[config.mk]
export PLATFORM = sky130hd
export DESIGN_NAME = tzc_config
export DESIGN_NICKNAME = d
export VERILOG_FILES = /design/src/tzc_pkg.sv /design/src/tzc_sync.sv /design/src/tzc_config.sv
export SDC_FILE = /design/constraint.sdc
export NUM_CORES = 1
export LEC_CHECK = 0
export BUFFER_PORTS_ARGS = -buffer_cell sky130_fd_sc_hd__buf_2
export CAP_MARGIN = 20
export CORE_ASPECT_RATIO = 2
export CORE_MARGIN = 3
export CORE_UTILIZATION = 55
export CTS_CLUSTER_SIZE = 20
export DETAILED_ROUTE_END_ITERATION = 10
export HOLD_SLACK_MARGIN = 0.08
export PLACE_DENSITY = 0.73
export SLEW_MARGIN = 0
export SYNTH_ARGS = -nofsm -noshare
export SYNTH_HDL_FRONTEND = slang
export SYNTH_SLANG_ARGS = --single-unit
[constraint.sdc]
create_clock -name clk -period 2.51 [get_ports clk]
set_input_delay 0.502 -clock clk [delete_from_list [all_inputs] [get_ports clk]]
set_output_delay 0.502 -clock clk [all_outputs]
set_load 0.02 [all_outputs]
[src/tzc_pkg.sv]
package tzc_pkg;

   // register map
   localparam logic [7:0] TZC_CONFIG_ADDR  = 8'h0C;
   localparam logic [7:0] TZC_CONTROL_ADDR = 8'h0B;
   localparam logic [7:0] TZC_STATUS_ADDR  = 8'h09;

   // thermal zone configuration register
   localparam logic [7:0] TZC_CONFIG_RESET = 8'h75;
   localparam int         TZC_COOL_MSB     = 7;
   localparam int         TZC_COOL_LSB     = 6;
   localparam int         TZC_WARM_MSB     = 5;
   localparam int         TZC_WARM_LSB     = 4;
   localparam int         TZC_LOWER_MSB    = 3;
   localparam int         TZC_LOWER_LSB    = 2;
   localparam int         TZC_UPPER_MSB    = 1;
   localparam int         TZC_UPPER_LSB    = 0;

   // current select codes: 00 no charge, 01 20 %, 10 50 %, 11 100 %
   localparam logic [1:0] TZC_ISET_NONE    = 2'h0;
   localparam logic [1:0] TZC_ISET_20      = 2'h1;
   localparam logic [1:0] TZC_ISET_50      = 2'h2;
   localparam logic [1:0] TZC_ISET_FULL    = 2'h3;

   // control and status bit positions
   localparam int         TZC_REG_RST_BIT  = 7;
   localparam int         TZC_WDOG_BIT     = 7;

   // serial bus
   localparam logic [3:0] TZC_BYTE_BITS    = 4'h8;
   localparam int         TZC_SYNC_STAGES  = 2;

   // arbitrary values, no meaning beyond this design
   localparam logic [6:0] TZC_TARGET_ADDR  = 7'h2B;
   localparam logic [6:0] TZC_PART_CODE    = 7'h00;

endpackage

[src/tzc_sync.sv]
`timescale 1ns/1ns

module tzc_sync #(
   parameter int WIDTH = 2
) (
   // clock and reset
   input  wire logic             clk,
   input  wire logic             reset_n,
   input  wire logic             clk_en,
   // data
   input  wire logic [WIDTH-1:0] d,
   output logic      [WIDTH-1:0] q
);
   import tzc_pkg::*;

   // first stage feeds only the second; bus idles high
   genvar i;
   generate
      for (i = 0; i < WIDTH; i++) begin : g_bit
         logic [TZC_SYNC_STAGES-1:0] stage;
         always_ff @(posedge clk or negedge reset_n) begin
            if (!reset_n) begin
               stage <= '1;
            end else if (clk_en) begin
               stage <= {stage[TZC_SYNC_STAGES-2:0], d[i]};
            end
         end
         assign q[i] = stage[TZC_SYNC_STAGES-1];
      end
   endgenerate

endmodule // tzc_sync

[src/tzc_config.sv]
`timescale 1ns/1ns

module tzc_config (
   // clock and reset
   input  wire logic       clk,
   input  wire logic       reset_n,
   input  wire logic       clk_en,
   // two-wire bus
   input  wire logic       scl_in,
   input  wire logic       sda_in,
   output logic            sda_out,
   output logic            sda_oe,
   // charger core
   input  wire logic       watchdog_expired,
   output logic            watchdog_fault,
   output logic            safety_timer_restart,
   output logic            cool_timer_double,
   output logic            warm_timer_double,
   // zone configuration
   output logic [1:0]      cool_zone_current_select,
   output logic [1:0]      warm_zone_current_select,
   output logic [1:0]      lower_normal_threshold_select,
   output logic [1:0]      upper_normal_threshold_select
);
   import tzc_pkg::*;

   typedef enum logic [3:0] {
      TZC_IDLE, TZC_ADDR, TZC_ADDR_ACK, TZC_PTR, TZC_PTR_ACK,
      TZC_WRITE, TZC_WRITE_ACK, TZC_READ, TZC_READ_ACK
   } tzc_state_type;

   function automatic logic tzc_hit(input logic [7:0] ptr_v, input logic [7:0] addr_v);
      tzc_hit = (ptr_v == addr_v);
   endfunction

   tzc_state_type state;
   logic [1:0]    sync_q;
   logic          scl_s;
   logic          sda_s;
   logic          scl_d;
   logic          sda_d;
   logic          scl_rise;
   logic          scl_fall;
   logic          bus_start;
   logic          bus_stop;
   logic [7:0]    shift_in;
   logic [7:0]    shift_out;
   logic [3:0]    bit_cnt;
   logic          rw;
   logic [7:0]    ptr;
   logic [7:0]    rdata;
   logic          wr_stb;
   logic [7:0]    config_q;
   logic          reg_rst;
   logic          restore;

   tzc_sync #(.WIDTH(2)) u_sync (
      .clk     (clk),
      .reset_n (reset_n),
      .clk_en  (clk_en),
      .d       ({scl_in, sda_in}),
      .q       (sync_q)
   );

   assign scl_s = sync_q[1];
   assign sda_s = sync_q[0];

   always_ff @(posedge clk or negedge reset_n) begin
      if (!reset_n) begin
         scl_d <= 1'b1;
         sda_d <= 1'b1;
      end else if (clk_en) begin
         scl_d <= scl_s;
         sda_d <= sda_s;
      end
   end

   assign scl_rise  = scl_s & ~scl_d;
   assign scl_fall  = ~scl_s & scl_d;
   assign bus_start = scl_s & scl_d & sda_d & ~sda_s;
   assign bus_stop  = scl_s & scl_d & ~sda_d & sda_s;

   // open drain: only ever pull low
   assign sda_out = 1'b0;

   assign wr_stb  = clk_en && (state == TZC_WRITE) && scl_fall && (bit_cnt == TZC_BYTE_BITS);
   assign restore = reg_rst | watchdog_expired;

   always_comb begin
      rdata = 8'h00;
      if (tzc_hit(ptr, TZC_CONFIG_ADDR)) begin
         rdata = config_q;
      end else if (tzc_hit(ptr, TZC_CONTROL_ADDR)) begin
         rdata = {reg_rst, TZC_PART_CODE};
      end else if (tzc_hit(ptr, TZC_STATUS_ADDR)) begin
         rdata = {watchdog_fault, 7'h00};
      end
   end

   // bus target: address, pointer, then data bytes with auto-increment
   always_ff @(posedge clk or negedge reset_n) begin
      if (!reset_n) begin
         state     <= TZC_IDLE;
         shift_in  <= 8'h00;
         shift_out <= 8'h00;
         bit_cnt   <= 4'h0;
         rw        <= 1'b0;
         ptr       <= 8'h00;
         sda_oe    <= 1'b0;
      end else if (clk_en) begin
         if (bus_start) begin
            state   <= TZC_ADDR;
            bit_cnt <= 4'h0;
            sda_oe  <= 1'b0;
         end else if (bus_stop) begin
            state  <= TZC_IDLE;
            sda_oe <= 1'b0;
         end else begin
            case (state)
               TZC_IDLE: begin
                  sda_oe <= 1'b0;
               end
               TZC_ADDR, TZC_PTR, TZC_WRITE: begin
                  if (scl_rise) begin
                     shift_in <= {shift_in[6:0], sda_s};
                     bit_cnt  <= bit_cnt + 4'h1;
                  end else if (scl_fall && bit_cnt == TZC_BYTE_BITS) begin
                     bit_cnt <= 4'h0;
                     if (state == TZC_ADDR) begin
                        if (shift_in[7:1] == TZC_TARGET_ADDR) begin
                           sda_oe <= 1'b1;
                           rw     <= shift_in[0];
                           state  <= TZC_ADDR_ACK;
                        end else begin
                           state <= TZC_IDLE;
                        end
                     end else if (state == TZC_PTR) begin
                        sda_oe <= 1'b1;
                        ptr    <= shift_in;
                        state  <= TZC_PTR_ACK;
                     end else begin
                        sda_oe <= 1'b1;
                        ptr    <= ptr + 8'h01;
                        state  <= TZC_WRITE_ACK;
                     end
                  end
               end
               TZC_ADDR_ACK, TZC_READ_ACK: begin
                  if (scl_rise && state == TZC_READ_ACK && sda_s) begin
                     state <= TZC_IDLE;
                  end else if (scl_fall && (rw || state == TZC_READ_ACK)) begin
                     shift_out <= rdata;
                     sda_oe    <= ~rdata[7];
                     ptr       <= ptr + 8'h01;
                     state     <= TZC_READ;
                  end else if (scl_fall) begin
                     sda_oe <= 1'b0;
                     state  <= TZC_PTR;
                  end
               end
               TZC_PTR_ACK, TZC_WRITE_ACK: begin
                  if (scl_fall) begin
                     sda_oe <= 1'b0;
                     state  <= TZC_WRITE;
                  end
               end
               TZC_READ: begin
                  if (scl_rise) begin
                     bit_cnt <= bit_cnt + 4'h1;
                  end else if (scl_fall && bit_cnt == TZC_BYTE_BITS) begin
                     bit_cnt <= 4'h0;
                     sda_oe  <= 1'b0;
                     state   <= TZC_READ_ACK;
                  end else if (scl_fall) begin
                     shift_out <= {shift_out[6:0], 1'b0};
                     sda_oe    <= ~shift_out[6];
                  end
               end
               default: begin
                  state  <= TZC_IDLE;
                  sda_oe <= 1'b0;
               end
            endcase
         end
      end
   end

   // restore beats a simultaneous write; whole byte incl. bits 3 and 1
   always_ff @(posedge clk or negedge reset_n) begin
      if (!reset_n) begin
         config_q <= TZC_CONFIG_RESET;
      end else if (clk_en) begin
         if (restore) begin
            config_q <= TZC_CONFIG_RESET;
         end else if (wr_stb && tzc_hit(ptr, TZC_CONFIG_ADDR)) begin
            config_q <= shift_in;
         end
      end
   end

   assign cool_zone_current_select      = config_q[TZC_COOL_MSB:TZC_COOL_LSB];
   assign warm_zone_current_select      = config_q[TZC_WARM_MSB:TZC_WARM_LSB];
   assign lower_normal_threshold_select = config_q[TZC_LOWER_MSB:TZC_LOWER_LSB];
   assign upper_normal_threshold_select = config_q[TZC_UPPER_MSB:TZC_UPPER_LSB];

   // reset bit lives one cycle: the restore cycle
   always_ff @(posedge clk or negedge reset_n) begin
      if (!reset_n) begin
         reg_rst              <= 1'b0;
         safety_timer_restart <= 1'b0;
      end else if (clk_en) begin
         safety_timer_restart <= reg_rst;
         if (wr_stb && tzc_hit(ptr, TZC_CONTROL_ADDR)) begin
            reg_rst <= shift_in[TZC_REG_RST_BIT];
         end else begin
            reg_rst <= 1'b0;
         end
      end
   end

   // expiry wins over the clear of any host write
   always_ff @(posedge clk or negedge reset_n) begin
      if (!reset_n) begin
         watchdog_fault <= 1'b0;
      end else if (clk_en) begin
         if (watchdog_expired) begin
            watchdog_fault <= 1'b1;
         end else if (wr_stb) begin
            watchdog_fault <= 1'b0;
         end
      end
   end

   always_ff @(posedge clk or negedge reset_n) begin
      if (!reset_n) begin
         cool_timer_double <= 1'b1;
         warm_timer_double <= 1'b0;
      end else if (clk_en) begin
         cool_timer_double <= (config_q[TZC_COOL_MSB:TZC_COOL_LSB] != TZC_ISET_FULL);
         warm_timer_double <= (config_q[TZC_WARM_MSB:TZC_WARM_LSB] != TZC_ISET_FULL);
      end
   end

   logic cfg_wr_clean;
   assign cfg_wr_clean = wr_stb && tzc_hit(ptr, TZC_CONFIG_ADDR) && !restore;

   AST_CFG_WRITE: assert property (@(posedge clk) disable iff (!reset_n)
      cfg_wr_clean |=> (config_q == $past(shift_in)))
      else $error("config write not stored");
   AST_COOL_FIELD: assert property (@(posedge clk) disable iff (!reset_n)
      cfg_wr_clean |=> (cool_zone_current_select == $past(shift_in[7:6])))
      else $error("cool select wrong");
   AST_WARM_FIELD: assert property (@(posedge clk) disable iff (!reset_n)
      cfg_wr_clean |=> (warm_zone_current_select == $past(shift_in[5:4])))
      else $error("warm select wrong");
   AST_NO_DOUBLE: assert property (@(posedge clk) disable iff (!reset_n)
      (clk_en && cool_zone_current_select == TZC_ISET_FULL) |=> !cool_timer_double)
      else $error("cool timer doubled at full current");
   AST_NO_DOUBLE_WARM: assert property (@(posedge clk) disable iff (!reset_n)
      (clk_en && warm_zone_current_select == TZC_ISET_FULL) |=> !warm_timer_double)
      else $error("warm timer doubled at full current");
   AST_LOWER_FIELD: assert property (@(posedge clk) disable iff (!reset_n)
      cfg_wr_clean |=> (lower_normal_threshold_select == $past(shift_in[3:2])))
      else $error("lower threshold wrong");
   AST_UPPER_FIELD: assert property (@(posedge clk) disable iff (!reset_n)
      cfg_wr_clean |=> (upper_normal_threshold_select == $past(shift_in[1:0])))
      else $error("upper threshold wrong");
   AST_REG_RST: assert property (@(posedge clk) disable iff (!reset_n)
      (clk_en && reg_rst && !wr_stb) |=> (!reg_rst && safety_timer_restart
         && config_q == TZC_CONFIG_RESET))
      else $error("register reset incomplete");
   AST_WDOG: assert property (@(posedge clk) disable iff (!reset_n)
      (clk_en && watchdog_expired) |=> (watchdog_fault && config_q == TZC_CONFIG_RESET))
      else $error("watchdog expiry not handled");
   AST_RST_BITS31: assert property (@(posedge clk) disable iff (!reset_n)
      (clk_en && reg_rst) |=> (config_q[3] == TZC_CONFIG_RESET[3]
         && config_q[1] == TZC_CONFIG_RESET[1]))
      else $error("bits 3 and 1 not restored");

   COV_CFG_WRITE: cover property (@(posedge clk) disable iff (!reset_n) cfg_wr_clean);
   COV_REG_RST: cover property (@(posedge clk) disable iff (!reset_n) reg_rst ##1 safety_timer_restart);
   COV_WDOG: cover property (@(posedge clk) disable iff (!reset_n) watchdog_expired);
   COV_READ: cover property (@(posedge clk) disable iff (!reset_n) state == TZC_READ_ACK);

endmodule // tzc_config

# --- Word-level counts from Yosys, hierarchy flattened ---
# Index checks and enable logic that the tools add are counted.
totals:
  output_inout_bits: 14
  inputBits: 6
  register_bits: 52
classes:
  n_bitwise: 17
  muxes: 53
  n_reduce_logical: 30
  n_eq_ne: 34
  addsub: 2
ops:
  columns: ["operator", "count"]
  rows:
  - ["2-to-1 mux 8 bit", 11]
  - ["2-to-1 mux 4 bit", 16]
  - ["2-to-1 mux 7 bit", 5]
  - ["== test 8 x 4 -> 1 bit (second input constant)", 3]
  - ["!= test 4 bit (second input constant)", 6]
  - ["!= test 2 bit (second input constant)", 11]
  - ["one-hot mux 4 bit (5 select lines)", 1]
  - ["AND reduction 9 bit", 2]
  - ["== test 4 x 3 -> 1 bit (second input constant)", 4]
  - ["one-hot mux 8 bit (2 select lines)", 1]
  - ["AND reduction 8 bit", 2]
  - ["2-to-1 mux 1 bit", 15]
  - ["one-hot mux 7 bit (2 select lines)", 1]
  - ["!= test 5 bit (second input constant)", 2]
  - ["nonzero test 2 bit", 5]
  - ["logical AND 1 bit", 9]
  - ["inverter 1 bit", 9]
  - ["adder 8 x 1 -> 8 bit (second input constant)", 1]
  - ["== test 4 x 2 -> 1 bit (second input constant)", 2]
  - ["== test 4 bit (second input constant)", 2]
  - ["bitwise AND 1 bit", 7]
  - ["== test 7 x 6 -> 1 bit (second input constant)", 1]
  - ["AND reduction 7 bit", 1]
  - ["!= test 6 bit (second input constant)", 1]
  - ["other kinds (15)", 18]

# --- Longest topological paths before layout ---
# Gate-level depths: netlist of the first run.
depth:
  word_depth: 10
  ltp_mapped: 8

# --- Hierarchy ---
# A second synthesis of the first run with hierarchy kept.
hier_totals:
  hier_cells: 290
  hier_area_um2: 3015.4
modules_own_cells:
  columns: ["module", "n_inst", "area_each_um2", "cells_each"]
  rows:
  - ["tzc_config", 1, 2850.2, 280]
  - ["tzc_sync", 1, 165.2, 10]

# --- Worst setup path after synthesis of the first run ---
# OpenSTA, ideal clock, no wires.
synth_path:
  path_type: "register -> register"
  startpoint: "register u_sync.g_bit[1].stage[1]"
  endpoint: "register state[1]"
  required_ps: 2385
  n_path_buf: 1
  path_stages_with_launch: 7
  path_slack_ps: 538
  t_arrival_ps: 1847
  setup_ps: 125
  path_cell_list: "dfstp_2 > buf_2 > nor2b_1 > o21ai_1 > o31ai_1 > o21bai_2 > mux2_2"
synth_between:
  elab_chain_len: 8
  word_cells_on_any_way: 25
  classes_between: "eq/ne: 7; mux: 5; bitwise: 8; reduce/logical: 5"
synth_rtl:
  columns: ["element", "line_no", "source"]
  rows:
  - ["start: declaration", "tzc_sync.sv:20", "logic [TZC_SYNC_STAGES-1:0] stage;"]
  - ["start signal: assignment", "tzc_sync.sv:25", "stage <= {stage[TZC_SYNC_STAGES-2:0], d[i]};"]
  - ["inverter 1 bit", "tzc_config.sv:79", "assign scl_fall = ~scl_s & scl_d;"]
  - ["bitwise AND 1 bit", "tzc_config.sv:79", null]
  - ["logical AND 1 bit", "tzc_config.sv:151", "end else if (scl_fall && (rw || state == TZC_READ_ACK)) begin"]
  - ["2-to-1 mux 4 bit", "tzc_config.sv:151", null]
  - ["2-to-1 mux 4 bit", "tzc_config.sv:149", "if (scl_rise && state == TZC_READ_ACK && sda_s) begin"]
  - ["one-hot mux 4 bit (5 select lines)", "tzc_config.sv:119", "case (state)"]
  - ["2-to-1 mux 4 bit", "tzc_config.sv:115", "end else if (bus_stop) begin"]
  - ["2-to-1 mux 4 bit", "tzc_config.sv:111", "if (bus_start) begin"]
  - ["end signal: assignment", "tzc_config.sv:112", "state <= TZC_ADDR;"]
  - ["end signal: assignment", "tzc_config.sv:116", "state <= TZC_IDLE;"]
  - ["end signal: assignment", "tzc_config.sv:150", "state <= TZC_IDLE;"]
  - ["end: declaration", "tzc_config.sv:36", "tzc_state_type state;"]
# Parallel ways exist; a longest one is shown, timed or not.
# A chain may end at the register's enable or synchronous reset.

# --- Worst setup path in the final report of the first run ---
layout_path:
  startpoint: "register scl_d"
  endpoint: "register config_q[6]"
layout_between:
  elab_chain_len: 6
layout_rtl:
  columns: ["element", "line_no", "source"]
  rows:
  - ["start: declaration", "tzc_config.sv:40", "logic scl_d;"]
  - ["start signal: assignment", "tzc_config.sv:73", "scl_d <= scl_s;"]
  - ["bitwise AND 1 bit", "tzc_config.sv:79", null]
  - ["logical AND 1 bit (2 in series)", "tzc_config.sv:86", "assign wr_stb = clk_en && (state == TZC_WRITE) && scl_fall && (bit_cnt == TZC_BYTE_BITS);"]
  - ["logical AND 1 bit", null, null]
  - ["nonzero test 2 bit (no source line)", null, null]
  - ["AND reduction 2 bit (no source line)", null, null]
  - ["end signal: assignment", "tzc_config.sv:196", "config_q <= shift_in;"]
  - ["end: declaration", "tzc_config.sv:53", "logic [7:0] config_q;"]
# No other way between the ends.

==> flow_summary_export.csv, run 1 <==
group,metric,value,unit
cells_and_area,final_common_cell,"dfrtp_1",
clock_tree,clock_latency,0.31,ns
synthesis,ys_seq_elements,52,
die,coreArea,5230,sq um
synthesis,synthesis.area,3010,sq um
timing,grt_setup_unrepaired,"no",
cells_and_area,layout-area-overhead-vs-synth,7.64,%
setup_path,cp_data_arrival_time,2.42,ns
die,rows,37,
die,io_pins,20,
synthesis,async_reset_ff_share,100,%
synthesis,synth-main-ff-cell,"dfrtp_1",
timing,worstMarginPinSlew,0.588,ns
cells_and_area,final_cell_mix,"40 x dfrtp_1, 25 x nand2_1, 18 x buf_2",
setup_path,startpoint_type,"flip-flop",
timing,maxSlewViolCount,0,
setup_path,critPathTopFamily,"compound AO/OA/AOI/OAI gates",
setup_path,crit_chain,"and4bb_1, and2_4, nand4_2, o21ai_0, o22a_1",
cells_and_area,utilization,62.0,%
setup_path,end_kind,"flip-flop",
worst_hold_path,hp-class,"input pin to async pin",
die,start_util,57.6,%
detailed_routing,vias,2420,
timing,relSlewSlack,60.4,%
setup_path,slowest_stage,"dfstp_2",
global_route,antenna_found_initial,0,
place,gp_congestion,0.904,
synthesis,synth_edf_count,0,
place,port_buffers,18,
place,dp_hpwl,5.27,mm
detailed_routing,drtPass1Iterations,4,
clock_tree,post_cts_resize_count,0,
detailed_routing,drcViolationCount,0,
detailed_routing,wirelength,7.10,mm
timing,finalCritPeriodShare,86.3,%
timing,hold_viol_final,0,
clock_tree,cts.sinks,52,
detailed_routing,post_drt_wl_per_cell,19.3,microns
cells_and_area,instances_no_fill,368,
synthesis,ys_types,64,
synthesis,synth.yosys.seq_area_share,43.7,%
synthesis,synth_warnings,0,
clock_tree,clockBufferDepth,2,
global_route,overflow,0,
clock_tree,cts.clk_slew.worst_paths,0.11,ns
pwr,power-per-cell-area,854,nW/um^2
detailed_routing,ant_nets,0,
timing,tns,0,ns
timing,max_freq,462,MHz
setup_path,path_buf_inv,0,
clock_tree,cts_setup_buffers,0,
cells_and_area,nets,320,
global_route,grt_max_degree,26,
setup_path,max_stage_delay,0.64,ns
clock_tree,root_buffer,"clkbuf_8",
clock_tree,htree_levels,2,
setup_path,critPathRequiredTime,2.76,ns
outcome,outcome,"finished clean",
die,dieHeight,111,microns
global_route,first_global_vias,2499,
pwr,leakagePower,1.42,nW
pwr,finalPower,2.77,mW
synthesis,syn-num-nets,301,
clock_tree,cts_buffers,5,
die,die_width,58.3,microns
global_route,grt_util_all_layers,23.7,%
timing,skew,0.0137,ns
synthesis,syn_area_per_cell,10.4,sq um
detailed_routing,drt_iter0_markers,91,
pwr,ir_drop,0.584,mV
clock_tree,cts_tree,"done",
cells_and_area,stdcell_area,3240,sq um
die,dieArea,6450,sq um
place,post_dp_cell_area,3150,sq um
place,dp_cells,360,
cells_and_area,fillers,450,
synthesis,syn_inst,290,
cells_and_area,num_antenna_cells,0,
flow_run,max-cap-violations,0,
timing,setup_viol,0,
setup_path,critPathMaxFanout,12,
cells_and_area,drive_gt1_share,25.5,%
setup_path,crit_type,"flip-flop to flip-flop",
timing,period_minus_slack,2.17,ns
global_route,grt_pass1_wl,11.9,mm
detailed_routing,viasPerCell,6.58,
clock_tree,cts_hold_buf,0,
==> metal layers <==
metal | wire length [microns] | GRT usage, %
met4 | 325 | 12.8
met2 | 3810 | 40.3
met1 | 2640 | 27.4
met5 | 0 | 0
met3 | 331 | 3.38
==> power by group <==
group / switching, mW / internal, mW
combinational: 0.541 / 0.456
clock: 0.292 / 0.199
sequential: 0.280 / 1.00
==> cells in the mapped netlist, drive strengths merged (2+ instances only) <==
library cell,instances,area [sq um]
dfstp,12,315
nand3,16,85.1
ha,5,62.6
nor4,2,12.5
nor2,8,30.0
and4,3,26.3
and2b,3,25.0
and2,2,15.0
nand2,25,93.8
a31oi,4,25.0
nand4,4,31.3
o2bb2ai,2,17.5
a21oi,10,50.1
mux2,23,282
o211ai,3,22.5
inv,11,41.3
dfrtp,40,1000
o22a,5,43.8
o31ai,2,15.0
and3b,2,17.5
nor3,5,25.0
nand2b,10,62.6
nor2b,6,37.5
o21ai,15,75.1
a22o,11,96.3
o22ai,5,31.3
a41oi,7,61.3
clkbuf,2,7.51
mux2i,7,70.1
buf,13,81.3
and3,4,35.0
==> state kept, by name, summed over array words and instances (netlist names), 4 cells and up <==
| register | count |
|---|---|
| state | 4 |
| bit_cnt | 4 |
| u_sync.g_bit.stage | 4 |
| shift_out | 7 |
| ptr | 8 |
| config_q | 8 |
| shift_in | 8 |
==> cell type report <==
cell class | instances | area (sq um) | share of cell area, %
well taps | 58 | 72.6 | 2.24
clock buffers | 6 | 72.6 | 2.24
multi-input cells | 212 | 1570 | 48.3
inverters | 11 | 41.3 | 1.27
clock inverters | 2 | 16.3 | 0.502
flip-flops and latches | 52 | 1320 | 40.6
repair buffers | 27 | 158 | 4.86
==> cells by family after synthesis <==
group	synth area share [%]
flops	43.7
fa+ha+maj	2.08
simple gates	19.7
other cells	0.125
buf+inv	4.32
mux	11.7
xor+xnor	0.291
compound gates	18.2
==> metrics by stage <==
step | hold slack (ns) | setup slack (ns)
2_1_floorplan | 0.206 | 0.538
4_1_cts | 0.187 | 0.366
6_report | 0.165 | 0.344
3_5_place_dp | 0.491 | 0.375
3_3_place_gp | 0.489 | 0.430
5_1_grt | 0.214 | 0.178
==> path summary, 6_finish.rpt <==
path	slack, ns	endpoint	cells after the start	start
max	0.34	config_q[6]	5	scl_d
min	0.16	reg_rst	1	reset_n
max reg2reg	0.34	config_q[6]	5	scl_d
min reg2reg	0.50	cool_timer_double	2	cool_timer_double
max in group asynchronous	1.64	config_q[2]	2	reset_n
min in group clk	0.42	u_sync.g_bit[1].stage[0]	2	scl_in
No activity file was read; power rests on OpenSTA's default activity.
==> run 2, diff against run 1 <==
Settings changed: SKIP_LAST_GASP set to 1, SYNTH_HIERARCHICAL set to 1.
==> run 2 against run 1 <==
  * Fmax shrank 3.8%
  * Highest routed layer unchanged
  * Critical path type unchanged
  * Non-clock buffer count grew 1
  * Sequential share of layout area shrank 0.063 points
  * Largest power group unchanged
==> flow_summary_export.csv, run 2 <==
group,metric,value,unit
synthesis,syn_area_per_cell,10.4,sq um
timing,skew,0.00903,ns
global_route,antenna_found_initial,0,
pwr,power_frac_seq,53.4,%
flow_run,max-cap-violations,0,
pwr,combPwrFrac,17.3,%
global_route,grt_pass1_wl,12.4,mm
cells_and_area,nets,318,
timing,period_minus_slack,2.25,ns
timing,hold_viol_final,0,
place,dp_hpwl,5.64,mm
detailed_routing,viasPerCell,6.33,
synthesis,synth_top_area_share,33.2,%
timing,setup_viol,0,
setup_path,crit_type,"flip-flop to flip-flop",
cells_and_area,stdcell_area,3250,sq um
die,die_width,58.4,microns
die,io_pins,20,
pwr,power.net_switching,595,uW
die,dieArea,6460,sq um
setup_path,path_buf_inv,0,
die,dieHeight,111,microns
pwr,ir_drop,0.578,mV
synthesis,synth_edf_count,0,
synthesis,synthesis.area,3020,sq um
synthesis,synth.yosys.seq_area_share,43.7,%
clock_tree,cts.clk_slew.worst_paths,0.11,ns
place,gp_congestion,0.985,
synthesis,async_reset_ff_share,100,%
detailed_routing,drcViolationCount,0,
synthesis,synth-main-ff-cell,"dfrtp_1",
setup_path,critPathRequiredTime,2.73,ns
place,post_dp_cell_area,3150,sq um
setup_path,critPathMaxFanout,18,
detailed_routing,post_drt_wl_per_cell,19.9,microns
die,rows,37,
global_route,first_global_vias,2403,
synthesis,synth_common_cells,"40 x dfrtp_1, 21 x nand2_1, 17 x o21ai_0",
timing,finalCritPeriodShare,89.6,%
detailed_routing,drt_iter0_markers,102,
die,start_util,57.6,%
global_route,grt_util_all_layers,25.4,%
synthesis,synth-simple-area-share,19.8,%
timing,max_freq,444,MHz
synthesis,syn-num-nets,301,
cells_and_area,final_cell_mix,"40 x dfrtp_1, 21 x nand2_1, 18 x buf_2",
setup_path,cp_data_arrival_time,2.47,ns
synthesis,synth_warnings,6,
clock_tree,clock_latency,0.33,ns
detailed_routing,vias,2318,
synthesis,synth_top_family_by_area,"simple AND/OR/NAND/NOR gates",
outcome,outcome,"finished clean",
cells_and_area,final_common_cell,"dfrtp_1",
cells_and_area,layout-area-overhead-vs-synth,7.68,%
setup_path,reg2reg_slack,0.26,ns
synthesis,synth_xor_area_share,1.16,%
clock_tree,root_buffer,"clkbuf_8",
synthesis,synthAdderAreaFrac,2.07,%
synthesis,yosys.cell_count.top_type,"dfrtp_1",
cells_and_area,instances_no_fill,366,
pwr,internal_power,1.22,mW
detailed_routing,wirelength,7.30,mm
global_route,overflow,0,
synthesis,muxShareOfSynthArea,11.1,%
clock_tree,htree_levels,2,
timing,tns,0,ns
clock_tree,cts_hold_buf,0,
setup_path,crit_chain,"and4b_1, and2_1, nor2_1, and4_1, mux2_4",
clock_tree,cts_setup_buffers,0,
timing,grt_setup_unrepaired,"no",
timing,maxSlewViolCount,0,
die,coreArea,5230,sq um
detailed_routing,ant_nets,0,
setup_path,end_kind,"flip-flop",
clock_tree,cts.sinks,52,
pwr,power-per-cell-area,561,nW/um^2
place,dp_cells,358,
detailed_routing,drtPass1Iterations,4,
cells_and_area,num_antenna_cells,0,
global_route,grt_max_degree,20,
worst_hold_path,hp-class,"input pin to async pin",
synthesis,ys_types,67,
timing,relSlewSlack,62.5,%
synthesis,synth-compound-area-share,17.6,%
cells_and_area,utilization,62.1,%
setup_path,startpoint_type,"flip-flop",
pwr,switching_share,32.7,%
pwr,pwr-share-clk,29.3,%
synthesis,syn_inst,290,
synthesis,ys_seq_elements,52,
cells_and_area,drive_gt1_share,25.6,%
timing,worstMarginPinSlew,0.563,ns
setup_path,max_stage_delay,0.60,ns
clock_tree,cts_tree,"done",
setup_path,critPathTopFamily,"simple AND/OR/NAND/NOR gates",
pwr,finalPower,1.82,mW
clock_tree,cts_buffers,5,
clock_tree,post_cts_resize_count,0,
cells_and_area,largest_registers,"config_q x8, ptr x8, shift_in x8",
pwr,leakagePower,1.39,nW
place,port_buffers,18,
synthesis,synthTopCellsByArea,"dfrtp_1 33%, dfstp_2 10%, mux2_2 6.0%, mux2_4 3.0%, o21ai_0 2.8%",
clock_tree,clockBufferDepth,2,
synthesis,yosysTopAreaCell,"dfrtp_1",
setup_path,slowest_stage,"dfrtp_1",
## run 2: cell count changes after synthesis, moves of 5 or more
cell / previous run / this run
nand2b_1: 10 / 5
clkbuf_1: 2 / 7
a21oi_1: 10 / 5
a41oi_1: 7 / 1
a2bb2oi_1: 0 / 6
nor2_1: 8 / 16
## run 2: metal layers
metal / GRT usage, % / share of wire (%) / wire [microns]
met5: 0 / 0 / 0
met4: 16.1 / 6.4 / 464
met3: 4.31 / 3.3 / 240
met2: 42.3 / 53 / 3890
met1: 28.6 / 37 / 2700
## run 2: cell type report
| type | instances | area [sq um] |
|---|---|---|
| sequential | 52 | 1320 |
| clock inverter | 3 | 28.8 |
| fill | 443 | 1980 |
| timing repair buffer | 28 | 165 |
| inverter | 8 | 30.0 |
| multi-input combinational | 212 | 1570 |
| tap | 58 | 72.6 |
| clock buffer | 5 | 68.8 |
## run 2: kinds of logic after synthesis
| group | after synthesis |
|---|---|
| other cells | 1 |
| simple gates | 101 |
| flops | 52 |
| mux | 28 |
| compound gates | 73 |
| buf+inv | 26 |
| xor+xnor | 4 |
| fa+ha+maj | 5 |
## run 2: worst register-to-register path, delay by kind of cell (launching register included)
family	cells	cell delay [ns]
mux	1	0.34
simple gates	4	1.21
flops	1	0.60
## run 2: power groups by stage
stage / registers, mW / logic [mW] / clock network [mW]
4_1_cts: 0.972 / 0.313 / 0.546
5_1_grt: 0.982 / 0.345 / 0.581
3_5_place_dp: 0.987 / 0.311 / 0
6_report: 0.972 / 0.315 / 0.533
3_3_place_gp: 0.986 / 0.312 / 0
2_1_floorplan: 0.940 / 0.257 / 0
## run 2: worst paths after layout
check / start / to / cells past startpoint
setup / recovery: state[0] / shift_out[4] / 5
hold / removal: reset_n / ptr[4] / 1
setup reg to reg: state[0] / shift_out[4] / 5
hold reg to reg: cool_timer_double / cool_timer_double / 2
max in group asynchronous: reset_n / config_q[0] / 2
min in group clk: scl_in / u_sync/g_bit[1].stage[0] / 2
## run 2: metrics by stage
step	hold WS, ns	setup WS, ns
floorplan	0.206	0.533
global placement	0.454	0.277
detailed placement	0.465	0.297
CTS	0.0995	0.274
global route	0.103	0.143
finish	0.0930	0.260
